## src/hw/arts_defs.svh

```systemverilog
// Constants for the auto-retry transmit sequencer
`ifndef ARTS_DEFS_SVH
`define ARTS_DEFS_SVH

// State control commands
`define ARTS_CMD_TX_START 5'h02
`define ARTS_CMD_OFF 5'h08
`define ARTS_CMD_SYNTH_ON 5'h09
`define ARTS_CMD_AACK_ON 5'h16
`define ARTS_CMD_RETRY_ON 5'h19

// State readback codes
`define ARTS_RB_OFF 5'h08
`define ARTS_RB_SYNTH_ON 5'h09
`define ARTS_RB_BUSY_AACK 5'h11
`define ARTS_RB_BUSY_RETRY 5'h12
`define ARTS_RB_AACK_ON 5'h16
`define ARTS_RB_RETRY_ON 5'h19

// Result codes
`define ARTS_RES_OK 3'h0
`define ARTS_RES_OK_PENDING 3'h1
`define ARTS_RES_CHAN_BUSY 3'h3
`define ARTS_RES_NO_ACK 3'h5
`define ARTS_RES_INVALID 3'h7

// Frame control field positions
`define ARTS_ACK_REQ_BIT 5
`define ARTS_PENDING_BIT 4
`define ARTS_FTYPE_ACK 3'h2

// CSMA limit value meaning no CSMA, single attempt
`define ARTS_CSMA_NONE 3'h7

// Timing: clock period and ACK wait (54 symbols)
`define ARTS_CLK_NS 100
`define ARTS_ACK_WAIT_NS 864000
`define ARTS_ACK_WAIT_CYC (`ARTS_ACK_WAIT_NS / `ARTS_CLK_NS)

`endif

```

## src/hw/arts_pkg.sv

```systemverilog
// Types shared by the auto-retry transmit sequencer
package arts_pkg;

  // Sequencer states
  typedef enum logic [3:0] {
    ST_OFF = 4'h0,
    ST_SYNTH = 4'h1,
    ST_RET_IDLE = 4'h2,
    ST_CCA_REQ = 4'h3,
    ST_CCA_WAIT = 4'h4,
    ST_FETCH = 4'h5,
    ST_LOAD = 4'h6,
    ST_SEND = 4'h7,
    ST_ACK_WAIT = 4'h8,
    ST_AACK_IDLE = 4'h9,
    ST_AACK_BUSY = 4'hA
  } seq_state_t;

endpackage : arts_pkg

```

## src/hw/pin_sync.sv

```systemverilog
// Three-stage pin synchroniser with agreement filter and rise pulse
`timescale 1ns/1ps
`default_nettype none
module pin_sync (
  input wire logic i_clk,
  input wire logic i_rst,
  input wire logic i_pin,
  output logic o_level,
  output logic o_rise
);
  logic s1; // First stage, read only by s2
  logic s2; // Second stage
  logic s3; // Third stage

  // Shift chain
  always_ff @(posedge i_clk) begin
    if (i_rst) begin
      s1 <= 1'b0;
      s2 <= 1'b0;
      s3 <= 1'b0;
    end else begin
      s1 <= i_pin;
      s2 <= s1;
      s3 <= s2;
    end
  end

  // Accept a change once stages two and three agree
  always_ff @(posedge i_clk) begin
    if (i_rst) begin
      o_level <= 1'b0;
      o_rise <= 1'b0;
    end else begin
      o_rise <= (s2 == s3) && s3 && !o_level;
      if (s2 == s3) begin
        o_level <= s3;
      end
    end
  end
endmodule : pin_sync
`default_nettype wire

```

## src/hw/frame_ram.sv

```systemverilog
// 128 x 8 frame buffer with registered read data
`timescale 1ns/1ps
`default_nettype none
module frame_ram (
  input wire logic i_clk,
  input wire logic i_we,
  input wire logic [6:0] i_waddr,
  input wire logic [7:0] i_wdata,
  input wire logic [6:0] i_raddr,
  output logic [7:0] o_rdata
);
  logic [7:0] mem [0:127]; // Storage

  // Host write port
  always_ff @(posedge i_clk) begin
    if (i_we) begin
      mem[i_waddr] <= i_wdata;
    end
  end

  // Registered read port
  always_ff @(posedge i_clk) begin
    o_rdata <= mem[i_raddr];
  end
endmodule : frame_ram
`default_nettype wire

```

## src/hw/auto_retry_transmit_sequencer.sv

```systemverilog
// Auto-retry transmit sequencer with auto-ack receive reporting
//
// How it works
// RULE1 - CSMA-CA first, send only on idle
// RULE2 - Transaction end only after all retries
// RULE3 - Host configures while off or synthesizer-on
// RULE4 - Host loads whole PSDU before start
// RULE5 - Start on pin rise or start command
// RULE6 - Busy past CSMA limit: abort, code 3
// RULE7 - First PSDU octet bit 5 asks ACK
// RULE8 - Wait for ACK, read its pending bit
// RULE9 - ACK reception never writes frame buffer
// RULE10 - Other frames during ACK wait discarded
// RULE11 - No ACK in 864 us: retry, code 5
// RULE12 - Codes 0,1,3,5,7 as documented
// RULE13 - Entering mode sets result code 7
// RULE14 - No ACK requested: end after send, success
// RULE15 - CSMA limit 7: no CSMA, one attempt
// RULE16 - Busy readback during transaction, then idle
// RULE17 - ACK pending bit gives code 1
// RULE18 - Host unmasks wanted interrupts itself
// RULE19 - Receive mode: PHR and match interrupts
// RULE20 - Receive end only when matched, FCS good
// RULE21 - Mode entry from off: lock interrupt
// RULE22 - Start or match without end allowed
// RULE23 - ACK frames raise no match, no end
// RULE24 - Clear retry counters on every start
`timescale 1ns/1ps
`default_nettype none
`include "arts_defs.svh"
module auto_retry_transmit_sequencer #(
  parameter int ACK_WAIT_CYCLES = `ARTS_ACK_WAIT_CYC
) (
  input wire logic i_clk,
  input wire logic i_rst,
  input wire logic i_sleep_transmit_pin,
  input wire logic i_state_control_reg_we,
  input wire logic [4:0] i_state_control_reg,
  input wire logic [2:0] i_csma_retry_limit,
  input wire logic [3:0] i_frame_retry_limit,
  input wire logic i_fb_we,
  input wire logic [6:0] i_fb_addr,
  input wire logic [7:0] i_fb_wdata,
  input wire logic i_cca_done,
  input wire logic i_cca_idle,
  input wire logic i_tx_ready,
  input wire logic i_rx_phr,
  input wire logic i_rx_addr_match,
  input wire logic i_rx_frame_done,
  input wire logic i_rx_fcs_ok,
  input wire logic [7:0] i_rx_fcf,
  output logic o_cca_req,
  output logic o_tx_valid,
  output logic [7:0] o_tx_data,
  output logic o_tx_last,
  output logic [4:0] o_state_readback,
  output logic [2:0] o_result_code,
  output logic o_transaction_end_irq,
  output logic o_address_match_irq,
  output logic o_rx_start_irq,
  output logic o_pll_lock_irq
);
  import arts_pkg::*;

  seq_state_t state; // Current state
  seq_state_t next_state; // Next state
  logic pin_rise; // Synchronised pin rising edge
  logic [7:0] rd_data; // Frame buffer read data
  logic [6:0] ptr; // Frame buffer byte pointer
  logic [6:0] len; // Frame length from PHR
  logic ack_req; // Frame asks for ACK
  logic [2:0] csma_cnt; // CSMA retries used
  logic [3:0] frame_cnt; // Frame retries used
  logic [13:0] timer; // ACK wait timer
  logic matched; // Receive frame passed filter
  logic cmd_go; // Start command written
  logic start_evt; // Transaction start
  logic no_csma; // Slotted single-shot mode
  logic cca_busy; // CCA answered busy
  logic csma_spent; // CSMA retries exhausted
  logic cca_fail; // Channel_busy_fail
  logic send_done; // Last byte accepted
  logic ack_ok; // Valid ACK received
  logic ack_tmo; // ACK wait expired
  logic frames_spent; // No frame retry left
  logic is_ack_frame; // Received frame is ACK type
  logic cmd_mode; // Mode change allowed

  // Pin synchroniser
  pin_sync u_pin_sync (
    .i_clk(i_clk),
    .i_rst(i_rst),
    .i_pin(i_sleep_transmit_pin),
    .o_level(),
    .o_rise(pin_rise)
  );

  // Frame buffer; only the host port writes it
  // RULE9 - transmit data kept
  frame_ram u_frame_ram (
    .i_clk(i_clk),
    .i_we(i_fb_we),
    .i_waddr(i_fb_addr),
    .i_wdata(i_fb_wdata),
    .i_raddr(ptr),
    .o_rdata(rd_data)
  );

  // Event decode
  assign cmd_go = i_state_control_reg_we &&
                  (i_state_control_reg == `ARTS_CMD_TX_START);
  // RULE5 - pin or command start
  assign start_evt = (state == ST_RET_IDLE) && (cmd_go || pin_rise);
  // RULE15 - limit 7 means single shot
  assign no_csma = (i_csma_retry_limit == `ARTS_CSMA_NONE);
  assign cca_busy = (state == ST_CCA_WAIT) && i_cca_done && !i_cca_idle;
  assign csma_spent = (csma_cnt == i_csma_retry_limit);
  // RULE6 - busy past limit
  assign cca_fail = cca_busy && csma_spent;
  assign send_done = (state == ST_SEND) && i_tx_ready && (ptr == len);
  assign is_ack_frame = (i_rx_fcf[2:0] == `ARTS_FTYPE_ACK);
  // RULE10 - only valid ACK counts
  assign ack_ok = (state == ST_ACK_WAIT) && i_rx_frame_done &&
                  i_rx_fcs_ok && is_ack_frame;
  // RULE11 - ACK wait timeout
  assign ack_tmo = (state == ST_ACK_WAIT) && !ack_ok &&
                   (timer == 14'(ACK_WAIT_CYCLES - 1));
  // RULE15 - frame retry limit ignored
  assign frames_spent = no_csma || (frame_cnt == i_frame_retry_limit);
  assign cmd_mode = i_state_control_reg_we &&
                    ((state == ST_OFF) || (state == ST_SYNTH) ||
                     (state == ST_RET_IDLE) || (state == ST_AACK_IDLE));

  // Next state
  always_comb begin
    next_state = state;
    if (cmd_mode && (i_state_control_reg == `ARTS_CMD_OFF)) begin
      next_state = ST_OFF;
    end else if (cmd_mode &&
                 (i_state_control_reg == `ARTS_CMD_SYNTH_ON)) begin
      next_state = ST_SYNTH;
    end else if (cmd_mode &&
                 (i_state_control_reg == `ARTS_CMD_RETRY_ON)) begin
      next_state = ST_RET_IDLE;
    end else if (cmd_mode &&
                 (i_state_control_reg == `ARTS_CMD_AACK_ON)) begin
      next_state = ST_AACK_IDLE;
    end else begin
      unique case (state)
        ST_OFF, ST_SYNTH: begin
          next_state = state;
        end
        ST_RET_IDLE: begin
          // RULE1 - CSMA before sending
          if (start_evt) begin
            next_state = no_csma ? ST_FETCH : ST_CCA_REQ;
          end
        end
        ST_CCA_REQ: begin
          next_state = ST_CCA_WAIT;
        end
        ST_CCA_WAIT: begin
          // Idle channel sends, busy retries or aborts
          if (i_cca_done && i_cca_idle) begin
            next_state = ST_FETCH;
          end else if (cca_busy) begin
            next_state = csma_spent ? ST_RET_IDLE : ST_CCA_REQ;
          end
        end
        ST_FETCH: begin
          next_state = ST_LOAD;
        end
        ST_LOAD: begin
          next_state = ST_SEND;
        end
        ST_SEND: begin
          // RULE8 - go receive for ACK
          if (send_done) begin
            next_state = ack_req ? ST_ACK_WAIT : ST_RET_IDLE;
          end else if (i_tx_ready) begin
            next_state = ST_FETCH;
          end
        end
        ST_ACK_WAIT: begin
          // RULE11 - whole transaction repeats
          if (ack_ok) begin
            next_state = ST_RET_IDLE;
          end else if (ack_tmo) begin
            next_state = frames_spent ? ST_RET_IDLE
                       : (no_csma ? ST_FETCH : ST_CCA_REQ);
          end
        end
        ST_AACK_IDLE: begin
          if (i_rx_phr) begin
            next_state = ST_AACK_BUSY;
          end
        end
        ST_AACK_BUSY: begin
          if (i_rx_frame_done) begin
            next_state = ST_AACK_IDLE;
          end
        end
        default: begin
          next_state = ST_OFF;
        end
      endcase
    end
  end

  // State register
  always_ff @(posedge i_clk) begin
    if (i_rst) begin
      state <= ST_OFF;
    end else begin
      state <= next_state;
    end
  end

  // State readback follows the next state
  // RULE16 - busy for whole transaction
  always_ff @(posedge i_clk) begin
    if (i_rst) begin
      o_state_readback <= `ARTS_RB_OFF;
    end else begin
      unique case (next_state)
        ST_OFF: o_state_readback <= `ARTS_RB_OFF;
        ST_SYNTH: o_state_readback <= `ARTS_RB_SYNTH_ON;
        ST_RET_IDLE: o_state_readback <= `ARTS_RB_RETRY_ON;
        ST_AACK_IDLE: o_state_readback <= `ARTS_RB_AACK_ON;
        ST_AACK_BUSY: o_state_readback <= `ARTS_RB_BUSY_AACK;
        default: o_state_readback <= `ARTS_RB_BUSY_RETRY;
      endcase
    end
  end

  // Retry counters
  always_ff @(posedge i_clk) begin
    if (i_rst) begin
      csma_cnt <= 3'h0;
      frame_cnt <= 4'h0;
    end else if (start_evt) begin
      // RULE24 - fresh counters per start
      csma_cnt <= 3'h0;
      frame_cnt <= 4'h0;
    end else if (cca_busy && !csma_spent) begin
      // RULE6 - count CSMA retry
      csma_cnt <= csma_cnt + 3'h1;
    end else if (ack_tmo && !frames_spent) begin
      // New attempt restarts CSMA count
      csma_cnt <= 3'h0;
      frame_cnt <= frame_cnt + 4'h1;
    end
  end

  // ACK wait timer
  always_ff @(posedge i_clk) begin
    if (i_rst) begin
      timer <= 14'h0000;
    end else if (state == ST_ACK_WAIT) begin
      timer <= timer + 14'h0001;
    end else begin
      timer <= 14'h0000;
    end
  end

  // CCA request pulse, one cycle per attempt
  always_ff @(posedge i_clk) begin
    if (i_rst) begin
      o_cca_req <= 1'b0;
    end else begin
      o_cca_req <= (next_state == ST_CCA_REQ);
    end
  end

  // Transmit byte pointer
  always_ff @(posedge i_clk) begin
    if (i_rst) begin
      ptr <= 7'h00;
    end else if ((state == ST_SEND) && i_tx_ready) begin
      ptr <= send_done ? 7'h00 : ptr + 7'h01;
    end else if ((state != ST_FETCH) && (state != ST_LOAD) &&
                 (state != ST_SEND)) begin
      ptr <= 7'h00;
    end
  end

  // Transmit stream: PHR at byte 0, then PSDU
  always_ff @(posedge i_clk) begin
    if (i_rst) begin
      o_tx_valid <= 1'b0;
      o_tx_data <= 8'h00;
      o_tx_last <= 1'b0;
      len <= 7'h00;
      ack_req <= 1'b0;
    end else if (state == ST_LOAD) begin
      o_tx_valid <= 1'b1;
      o_tx_data <= rd_data;
      if (ptr == 7'h00) begin
        len <= rd_data[6:0];
        o_tx_last <= (rd_data[6:0] == 7'h00);
      end else begin
        o_tx_last <= (ptr == len);
      end
      // RULE7 - ACK request bit
      if (ptr == 7'h01) begin
        ack_req <= rd_data[`ARTS_ACK_REQ_BIT];
      end
    end else if ((state == ST_SEND) && i_tx_ready) begin
      o_tx_valid <= 1'b0;
      o_tx_last <= 1'b0;
    end
  end

  // Result code
  always_ff @(posedge i_clk) begin
    if (i_rst) begin
      o_result_code <= `ARTS_RES_OK;
    end else if ((cmd_mode &&
                 ((i_state_control_reg == `ARTS_CMD_RETRY_ON) ||
                  (i_state_control_reg == `ARTS_CMD_AACK_ON))) ||
                 start_evt) begin
      // RULE13 - invalid until finished
      o_result_code <= `ARTS_RES_INVALID;
    end else if (cca_fail) begin
      // RULE12 - channel busy failure
      o_result_code <= `ARTS_RES_CHAN_BUSY;
    end else if (send_done && !ack_req) begin
      // RULE14 - sent without ACK request
      o_result_code <= `ARTS_RES_OK;
    end else if (ack_ok) begin
      // RULE17 - pending bit selects code
      o_result_code <= i_rx_fcf[`ARTS_PENDING_BIT] ?
                       `ARTS_RES_OK_PENDING : `ARTS_RES_OK;
    end else if (ack_tmo && frames_spent) begin
      // RULE11 - retries exhausted
      o_result_code <= `ARTS_RES_NO_ACK;
    end
  end

  // Receive filter memory for the current frame
  always_ff @(posedge i_clk) begin
    if (i_rst) begin
      matched <= 1'b0;
    end else if (state != ST_AACK_BUSY) begin
      matched <= 1'b0;
    end else if (i_rx_addr_match && !is_ack_frame) begin
      matched <= 1'b1;
    end
  end

  // Interrupt pulses
  always_ff @(posedge i_clk) begin
    if (i_rst) begin
      o_transaction_end_irq <= 1'b0;
      o_address_match_irq <= 1'b0;
      o_rx_start_irq <= 1'b0;
      o_pll_lock_irq <= 1'b0;
    end else begin
      // RULE2 - end only at final outcome
      // RULE20 - receive end needs match and FCS
      // RULE22 - failed FCS gives no end
      o_transaction_end_irq <= cca_fail || (send_done && !ack_req) ||
                               ack_ok || (ack_tmo && frames_spent) ||
                               ((state == ST_AACK_BUSY) &&
                                i_rx_frame_done && i_rx_fcs_ok &&
                                (matched || (i_rx_addr_match &&
                                             !is_ack_frame)));
      // RULE19 - match interrupt once per frame
      // RULE23 - ACK frames never raise the match interrupt
      o_address_match_irq <= (state == ST_AACK_BUSY) && !matched &&
                             i_rx_addr_match && !is_ack_frame;
      // RULE19 - PHR interrupt
      o_rx_start_irq <= (state == ST_AACK_IDLE) && i_rx_phr &&
                        !cmd_mode;
      // RULE21 - lock on entry from off
      o_pll_lock_irq <= cmd_mode && (state == ST_OFF) &&
                        ((i_state_control_reg == `ARTS_CMD_RETRY_ON) ||
                         (i_state_control_reg == `ARTS_CMD_AACK_ON));
    end
  end
endmodule : auto_retry_transmit_sequencer
`default_nettype wire

```

## config.mk

```make
export PLATFORM = sky130hd
export DESIGN_NAME = auto_retry_transmit_sequencer
export DESIGN_NICKNAME = d
export VERILOG_FILES = /design/src/hw/arts_pkg.sv /design/src/hw/pin_sync.sv /design/src/hw/frame_ram.sv /design/src/hw/auto_retry_transmit_sequencer.sv
export VERILOG_INCLUDE_DIRS = /design/src /design/src/hw
export SDC_FILE = /design/constraint.sdc
export NUM_CORES = 1
export LEC_CHECK = 0
export BUFFER_PORTS_ARGS = -buffer_cell sky130_fd_sc_hd__buf_2
export CORE_AREA = 2 2 425 300
export CTS_CLUSTER_DIAMETER = 100
export DETAILED_ROUTE_END_ITERATION = 8
export DIE_AREA = 0 0 427 302
export PLACE_DENSITY = 0.45
export SYNTH_ARGS = -nofsm -noshare
export SYNTH_HDL_FRONTEND = slang
export SYNTH_SLANG_ARGS = --single-unit
```

## constraint.sdc

```tcl
create_clock -name i_clk -period 3.1 [get_ports i_clk]
set_input_delay 0.62 -clock i_clk [delete_from_list [all_inputs] [get_ports i_clk]]
set_output_delay 0.62 -clock i_clk [all_outputs]
set_load 0.02 [all_outputs]
```

; ---- Yosys cells after proc, flatten, opt, wreduce, memory -nomap -nowiden
; Memory sizes are Yosys's and may differ from the RTL's. A register that Yosys moved wholly into a read port is not among the register bits.
; Index checks and enable logic that the tools add are counted.
; W data, S select, Z words.
[op_classes]
n_addsub = 4
eq_ne = 32
muxes = 36
n_bitwise = 2
reduce_logical = 74
[op_table]
columns = operator, count
row1 = $mux W4, 14
row2 = $pmux W4 S10, 1
row3 = $logic_and A1 B1 Y1, 38
row4 = $mux W3, 9
row5 = $pmux W5 S5, 1
row6 = $mux W7, 3
row7 = $eq A4 B4 Y1 const B, 5
row8 = $eq A4 B2 Y1 const B, 4
row9 = $eq A4 B3 Y1 const B, 4
row10 = $add A14 B1 Y14 const B, 1
row11 = $eq A14 B14 Y1 const B, 1
row12 = $logic_not A7 Y1, 2
row13 = $logic_or A1 B1 Y1, 12
row14 = $ne A4 B3 Y1 const B, 3
row15 = $eq A5 B4 Y1 const B, 2
row16 = $eq A5 B5 Y1 const B, 2
row17 = $logic_not A1 Y1, 9
row18 = $eq A4 B1 Y1 const B, 2
row19 = $logic_not A4 Y1, 2
row20 = $mux W1, 8
row21 = $reduce_or A2 Y1, 4
row22 = $add A7 B1 Y7 const B, 1
row23 = $eq A7 B1 Y1 const B, 1
row24 = $eq A7 B7 Y1, 1
row25 = other kinds (13), 18
[totals]
reg_bits = 69
ramBits = 1024
in_bits = 47
output_inout_bits = 23
word_cells = 172
n_memories = 1
[memory_table]
columns = name, depth, word_bits, rd, rd_ports_with_merged_regs, write_ports, line_no
row1 = u_frame_ram.mem, 128, 8, 1, 1, 1, frame_ram.sv:12  ; logic [7:0] mem [0:127];

; ---- Depth between registers and ports, before layout
; Gate-level depths: netlist (run 1).
[depth]
word_depth = 16
depth_mapped = 11
mapped_depth_nobuf = 8

; ---- Cells and area by module
; From an unflattened synthesis (run 1), not the netlist that was laid out.
[unflattened]
cells_unflattened = 2033
hier_area_um2 = 43150.1
[modules_own_cells]
columns = mod, n_inst, cells_per_inst, area_per_inst_um2, seq_area_each_um2
row1 = frame_ram, 1, 1635, 39665.5, 30909.6
row2 = auto_retry_transmit_sequencer, 1, 386, 3326.9, 1281.2
row3 = pin_sync, 1, 12, 157.7, 100.1

; ---- Worst setup path after synthesis (run 1)
; No wires, ideal clock.
[synth_timing]
kind = flip-flop to flip-flop
from = register ptr[0]
to = register u_frame_ram.o_rdata[0] (read register of u_frame_ram.mem)
setup_ns = 0.133
t_arrival_ns = 2.242
required_ns = 2.967
setup_slack_ns = 0.724
stages_incl_launch_ff = 8
path_buffers = 3
synth_period_minus_slack_ns = 2.376
cell_sequence = dfxtp_1 -> buf_6 -> buf_4 -> buf_2 -> mux4_2 -> mux4_2 -> o211ai_1 -> a21oi_1
[synth_rtl]
columns = item, line_no
row1 = from (decl), auto_retry_transmit_sequencer.sv:69  ; logic [6:0] ptr;
row2 = from (signal assigned), auto_retry_transmit_sequencer.sv:280  ; ptr <= send_done ? 7'h00 : ptr + 7'h01;
row3 = to (decl), frame_ram.sv:10  ; output logic [7:0] o_rdata

==> results of run 1 <==
## final timing paths
check | cells after the start | to
setup / recovery | 8 | u_frame_ram.o_rdata[4]
hold / removal | 2 | u_pin_sync.s1
setup reg to reg | 8 | u_frame_ram.o_rdata[4]
hold reg to reg | 1 | u_pin_sync.o_rise
## cells by family after synthesis
logic type      Yosys count  share of synthesized area [%]
compound gates          144                           2.26
xor+xnor                 33                          0.665
fa+ha+maj                 7                          0.202
buf+inv                 130                           1.61
flops                  1101                           74.3
mux                     330                           15.6
simple gates            475                           5.33
## cells in the final DEF (no fill, tap or decap), types with 22 or more instances in the layout
cell type  count
edfxtp_1    1024
mux4_2       277
buf_4        253
nor2_1       184
clkbuf_16    108
nand2_1       80
dfxtp_1       72
buf_2         57
mux2i_1       42
nand3_1       41
nor2b_1       38
a21oi_1       31
nor3_1        27
o22ai_1       26
clkinv_1      25
buf_12        24
clkbuf_1      22
## critical path, delay by kind of cell, from the launching register on
family	cells	cell delay, ns
AO/OA/AOI/OAI	1	0.42
multiplexers	1	0.60
AND/OR/NAND/NOR	3	0.51
buffers and inverters	3	0.69
flip-flops	1	0.54
## power groups by stage
| stage | Clock (mW) | Combinational (mW) | Sequential, mW |
|---|---|---|---|
| global route | 13.5 | 0.578 | 16.3 |
| floorplan | 0 | 0.119 | 16.6 |
| CTS | 12.9 | 0.544 | 16.3 |
| finish | 12.6 | 0.536 | 16.3 |
| global placement | 0 | 0.522 | 16.6 |
| detailed placement | 0 | 0.544 | 16.6 |
## flip-flops by register name (all words and copies together), names as in the netlist, 3 cells and up
| signal | flops |
|---|---|
| o_state_readback | 5 |
| frame_cnt | 4 |
| o_tx_data | 8 |
| o_result_code | 3 |
| timer | 14 |
| u_frame_ram.o_rdata | 8 |
| u_frame_ram.mem | 1024 |
| csma_cnt | 3 |
| state | 4 |
| len | 7 |
| ptr | 7 |
## cells in the mapped netlist (6+ instances only)
cell type  count
a2111oi_0      6
a21oi_1       31
a22oi_1       12
a31oi_1        8
and3_1        10
buf_1          6
buf_2         40
buf_4         16
buf_6          9
clkbuf_1      45
dfxtp_1       77
edfxtp_1    1024
ha_1           7
inv_1         11
mux2_2        11
mux2i_1       42
mux4_2       277
nand2_1       80
nand2b_1      20
nand3_1       41
nand4_1       13
nor2_1       184
nor2b_1       38
nor3_1        27
nor4_1        13
o211ai_1       6
o21ai_0       18
o22ai_1       26
or2_2          6
or3_1          8
xnor2_1       17
xor2_1        16
## per-layer routing
layer  vias to the layer above  share of wire (%)  GRT usage, %
met2                       695                 43          26.5
li1                       9728                  -             -
met1                     12400                 49          29.3
met4                         0                2.2          4.51
met5                         -                  0             0
met3                       139                5.6          3.16
## cell type report
type | count | share of cell area, %
clock buffers | 130 | 5.47
clock inverters | 68 | 1.08
inverters | 12 | 0.0885
multi-input cells | 989 | 20.6
flip-flops and latches | 1101 | 63.5
well taps | 1665 | 4.09
repair buffers | 334 | 5.24
==> flow_metrics.tcl, run 1 <==
set metrics [dict create \
    status "finished, final reports clean" \
    hold_class "in -> reg" \
    grt_setup_unrepaired "false" \
    post_cts_buffers 0 \
    viasPerCell 5.33 \
    gp_congestion 0.837 \
    cts_buffers 106 \
    fin_crit_ns 2.92 \
    power_mw 29.4 \
    netlist.area_leader.share_pct 70.8 \
    final_hold_viol_count 0 \
    post-dp-hpwl_um 79400 \
    synth_ff_type "edfxtp_1" \
    max-cap-violations 0 \
    ios 70 \
    yosys_warnings 0 \
    cts_tree "yes" \
    min-delay-start "i_sleep_transmit_pin" \
    dr.pass1.iters 5 \
    layout_setup_ws_ns 0.180 \
    die_w_um 427 \
    die_height_um 302 \
    fin_crit_sh_pct 94.2 \
    rr_startpoint "ptr[0]" \
    postPlaceCellArea_um2 47600 \
    p_sw_share_pct 20.6 \
    r2r_slack_ns 0.18 \
    synth_seq_area_share_pct 74.3 \
    first_iter_violations 2531 \
    areaGrowthSynthToFinish_pct 17.1 \
    ys_ff_latch 1101 \
    core_area_um2 125000 \
    register_area_um2 32300 \
    async_reset_ff_share_pct 0 \
    initial_utilization_pct 34.7 \
    avgSynthCellArea_um2 19.6 \
    num-nets-final 2598 \
    max_stage_delay_ns 0.60 \
    drt_drc_violations_left 0 \
    overflow 0 \
    path_clk_slew_ns 0.06 \
    netlist_area_um2 43400 \
    crit_slowest_cell "mux4_2" \
    final_area_um2 50900 \
    clock_path_buffers 3 \
    placedCellCount 4101 \
    setup_viol 0 \
    path_cells "buf_12 -> buf_4 -> mux4_2 -> o22ai_1 -> nor4_1 -> nor4_1 -> buf_4 -> nor3_1" \
    p_sw_mw 6.05 \
    grt_antenna_before_repair 7 \
    synth_edf_count 1024 \
    power_density_nw_per_um2 578 \
    endpoint_kind "register" \
    critPathArrivalTime_ns 3.52 \
    clkSinkCount 1101 \
    nFillCells 11200 \
    drv_slew 0 \
    htreeDepth 3 \
    n_antenna_cell 0 \
    clock_latency_ns 0.71 \
    peakVddDrop_mv 0.377 \
    post_cts_resized 0 \
    num_rows 109 \
    tightest_slew_ns 0.994 \
    p_leak_nw 15.9 \
    cts-root-buf "clkbuf_16" \
    vias 22900 \
    clockPowerShare_pct 42.8 \
    internal_power_mw 23.4 \
    finClkSkew_ns 0.0217 \
    crit_path_start_kind "register" \
    worst-path-max-fanout 16 \
    p_seq_share_pct 55.4 \
    grt_pass1_vias 22900 \
    yosysTopAreaCell "edfxtp_1" \
    drive_gt1_share_pct 30.3 \
    slew_headroom_pct 33.5 \
    grt_max_degree 106 \
    ant_nets 0 \
    multi_input_area_um2 10500 \
    whs_ns 0.140 \
    wl_um 119000 \
    wl_per_cell_um 27.7 \
    netlist-cell-type-count 74 \
    crit_start "ptr[0]" \
    syn-num-nets 2274 \
    numPortBuffers 65 \
    grt.total_usage_pct 18.5 \
    crit_type "reg -> reg" \
    max_freq_mhz 342 \
    pre_cts_ws_ns 0.133 \
    final_cells 4299 \
    yosys-top-cells-area "edfxtp_1 (71%), mux4_2 (14%), dfxtp_1 (3.5%), nor2_1 (1.6%), mux2i_1 (0.97%)" \
    required_ns 3.70 \
    final_util_pct 40.7 \
    synth_cells 2220 \
    dieArea_um2 129000 \
    combPwrFrac_pct 1.8 \
    totalNegativeSetupSlack_ns 0 \
    hold_buffers 0 \
    grt_pass1_wl_um 170000 \
]
Power figures use the tool's default switching activity.
==> inputs of run 2 (changes only) <==
--- a/config.mk
+++ b/config.mk
@@ -8,10 +8,10 @@
 export LEC_CHECK = 0
 export BUFFER_PORTS_ARGS = -buffer_cell sky130_fd_sc_hd__buf_2
 export CORE_AREA = 2 2 425 300
-export CTS_CLUSTER_DIAMETER = 100
 export DETAILED_ROUTE_END_ITERATION = 8
 export DIE_AREA = 0 0 427 302
 export PLACE_DENSITY = 0.45
+export REMOVE_ABC_BUFFERS = 1
 export SYNTH_ARGS = -nofsm -noshare
 export SYNTH_HDL_FRONTEND = slang
 export SYNTH_SLANG_ARGS = --single-unit
==> run 2 against run 1 <==
Against the previous run: combinational power decreased by 3%; core utilization increased by 0.21 points; sequential power about the same; hold slack got worse by 0.011 ns; non-clock buffer count decreased by 6; die area unchanged; total power increased by 2.5%; sequential share of layout area decreased by 0.32 points.
==> flow_metrics.tcl, run 2 (synthesis results as in run 1) <==
set metrics [dict create \
    areaGrowthSynthToFinish_pct 17.7 \
    internal_power_mw 24.0 \
    status "finished, final reports clean" \
    max_stage_delay_ns 0.70 \
    r2r_slack_ns 0.18 \
    layout_commonest_cell "edfxtp_1" \
    min_delay_worst_endpoint "u_pin_sync.s1" \
    critical_path.top_delay_family "compound AO/OA/AOI/OAI gates" \
    post_cts_buffers 0 \
    grt.total_usage_pct 18.5 \
    gp_congestion 0.797 \
    cts_buffers 109 \
    clkSinkCount 1101 \
    vias 22600 \
    rr_startpoint "ptr[0]" \
    crit_path_frequent_cell "buf_12" \
    placedCellCount 4095 \
    endpoint_kind "register" \
    finClkSkew_ns 0.0182 \
    peakVddDrop_mv 0.511 \
    final_hold_viol_count 0 \
    path_clk_slew_ns 0.06 \
    rr_worst_depth 9 \
    max_freq_mhz 343 \
    worst-path-max-fanout 14 \
    r2r-end "u_frame_ram.o_rdata[0]" \
    cp_num_buf_inv 3 \
    grt_setup_unrepaired "false" \
    crit_start "ptr[0]" \
    clock_latency_ns 0.73 \
    dr.pass1.iters 5 \
    path_cells "buf_12 -> buf_12 -> mux4_2 -> nor2b_1 -> a2111oi_0 -> buf_4 -> nor4_1 -> o2111ai_1 -> a21oi_1" \
    cts-root-buf "clkbuf_16" \
    final_cells 4303 \
    crit_path_start_kind "register" \
    dieArea_um2 129000 \
    largest_register_ffs 1024 \
    post-dp-hpwl_um 79000 \
    ant_nets 0 \
    htreeDepth 3 \
    tightest_slew_ns 0.771 \
    crit_type "reg -> reg" \
    die_height_um 302 \
    die_w_um 427 \
    p_seq_share_pct 54.0 \
    wl_per_cell_um 27.7 \
    ios 70 \
    num_rows 109 \
    reg_top3 "u_frame_ram.mem: 1024 flops, timer: 14 flops" \
    largest-register "u_frame_ram.mem" \
    drv_slew 0 \
    cts_tree "yes" \
    totalNegativeSetupSlack_ns 0 \
    setup_viol 0 \
    power_density_nw_per_um2 589 \
    grt_max_degree 129 \
    grt_pass1_vias 22900 \
    hold_depth 2 \
    first_iter_violations 2453 \
    critPathArrivalTime_ns 3.51 \
    num-nets-final 2595 \
    hold_buffers 0 \
    initial_utilization_pct 34.7 \
    pre_cts_ws_ns 0.139 \
    fin_crit_sh_pct 94.2 \
    overflow 0 \
    combPwrFrac_pct 1.7 \
    max-cap-violations 0 \
    core_area_um2 125000 \
    nFillCells 11300 \
    layout_common_cells "edfxtp_1 (1024), mux4_2 (277), buf_4 (242)" \
    clockPowerShare_pct 44.2 \
    layout_setup_ws_ns 0.181 \
    power_mw 30.2 \
    whs_ns 0.130 \
    viasPerCell 5.26 \
    p_sw_mw 6.12 \
    drt_drc_violations_left 0 \
    hold_class "in -> reg" \
    p_sw_share_pct 20.3 \
    grt_antenna_before_repair 9 \
    min-delay-start "i_sleep_transmit_pin" \
    grt_pass1_wl_um 169000 \
    clock_path_buffers 3 \
    p_leak_nw 16.0 \
    wl_um 119000 \
    fin_crit_ns 2.92 \
    numPortBuffers 65 \
    drive_gt1_share_pct 30.4 \
    post_cts_resized 0 \
    required_ns 3.69 \
    slew_headroom_pct 47.3 \
    crit_slowest_cell "a2111oi_0" \
]
## run 2: cell types whose count changed in the layout (fill, tap and decap cells not counted), sizes merged
cell and change:
buf -6, bufinv +5, clkbuf +4, clkinv -5
diode +4, inv +2
## run 2: worst max-delay path by stage
stage | slack [ns] | to | cells past startpoint
2_1_floorplan | -8.93 | u_frame_ram.o_rdata[7] | 7
3_3_place_gp | 0.12 | u_frame_ram.o_rdata[0] | 9
3_5_place_dp | 0.14 | u_frame_ram.o_rdata[0] | 9
4_1_cts | 0.11 | u_frame_ram.o_rdata[0] | 9
5_1_grt | 0.07 | o_state_readback[1] | 9
6_report | 0.18 | u_frame_ram.o_rdata[0] | 9
## run 2: routing by layer
metal  vias up  GRT usage [%]  part of all wire (%)
met5         -              0                     0
met4         0           3.73                   1.7
met3       154           3.59                   6.3
met2       671           27.2                    44
met1     12100           28.6                    48
li1       9719              -                     -
## run 2: layout make-up
| class | instances | area (um2) | share of cell area, % |
|---|---|---|---|
| Timing Repair Buffer | 328 | 2680 | 5.24 |
| Inverter | 12 | 45.0 | 0.0881 |
| Clock inverter | 70 | 662 | 1.29 |
| Clock buffer | 134 | 2910 | 5.68 |
| Sequential cell | 1101 | 32300 | 63.2 |
| Multi-Input combinational cell | 989 | 10500 | 20.4 |
| Tap cell | 1665 | 2080 | 4.07 |
| Antenna cell | 4 | 10.0 | 0.0196 |
## run 2: power by group through the flow
stage / Combinational [mW] / Sequential [mW] / Clock (mW)
floorplan: 0.100 / 16.6 / 0
global placement: 0.510 / 16.6 / 0
detailed placement: 0.531 / 16.6 / 0
CTS: 0.531 / 16.3 / 13.7
global route: 0.564 / 16.3 / 14.2
finish: 0.520 / 16.3 / 13.3
## run 2: through the flow
stage / cell area (um2) / utilization, %
3_3_place_gp: 47600 / 38.0
4_1_cts: 51100 / 40.9
6_report: 51200 / 40.9
5_1_grt: 51100 / 40.9
2_1_floorplan: 42800 / -
3_5_place_dp: 47600 / 38.0
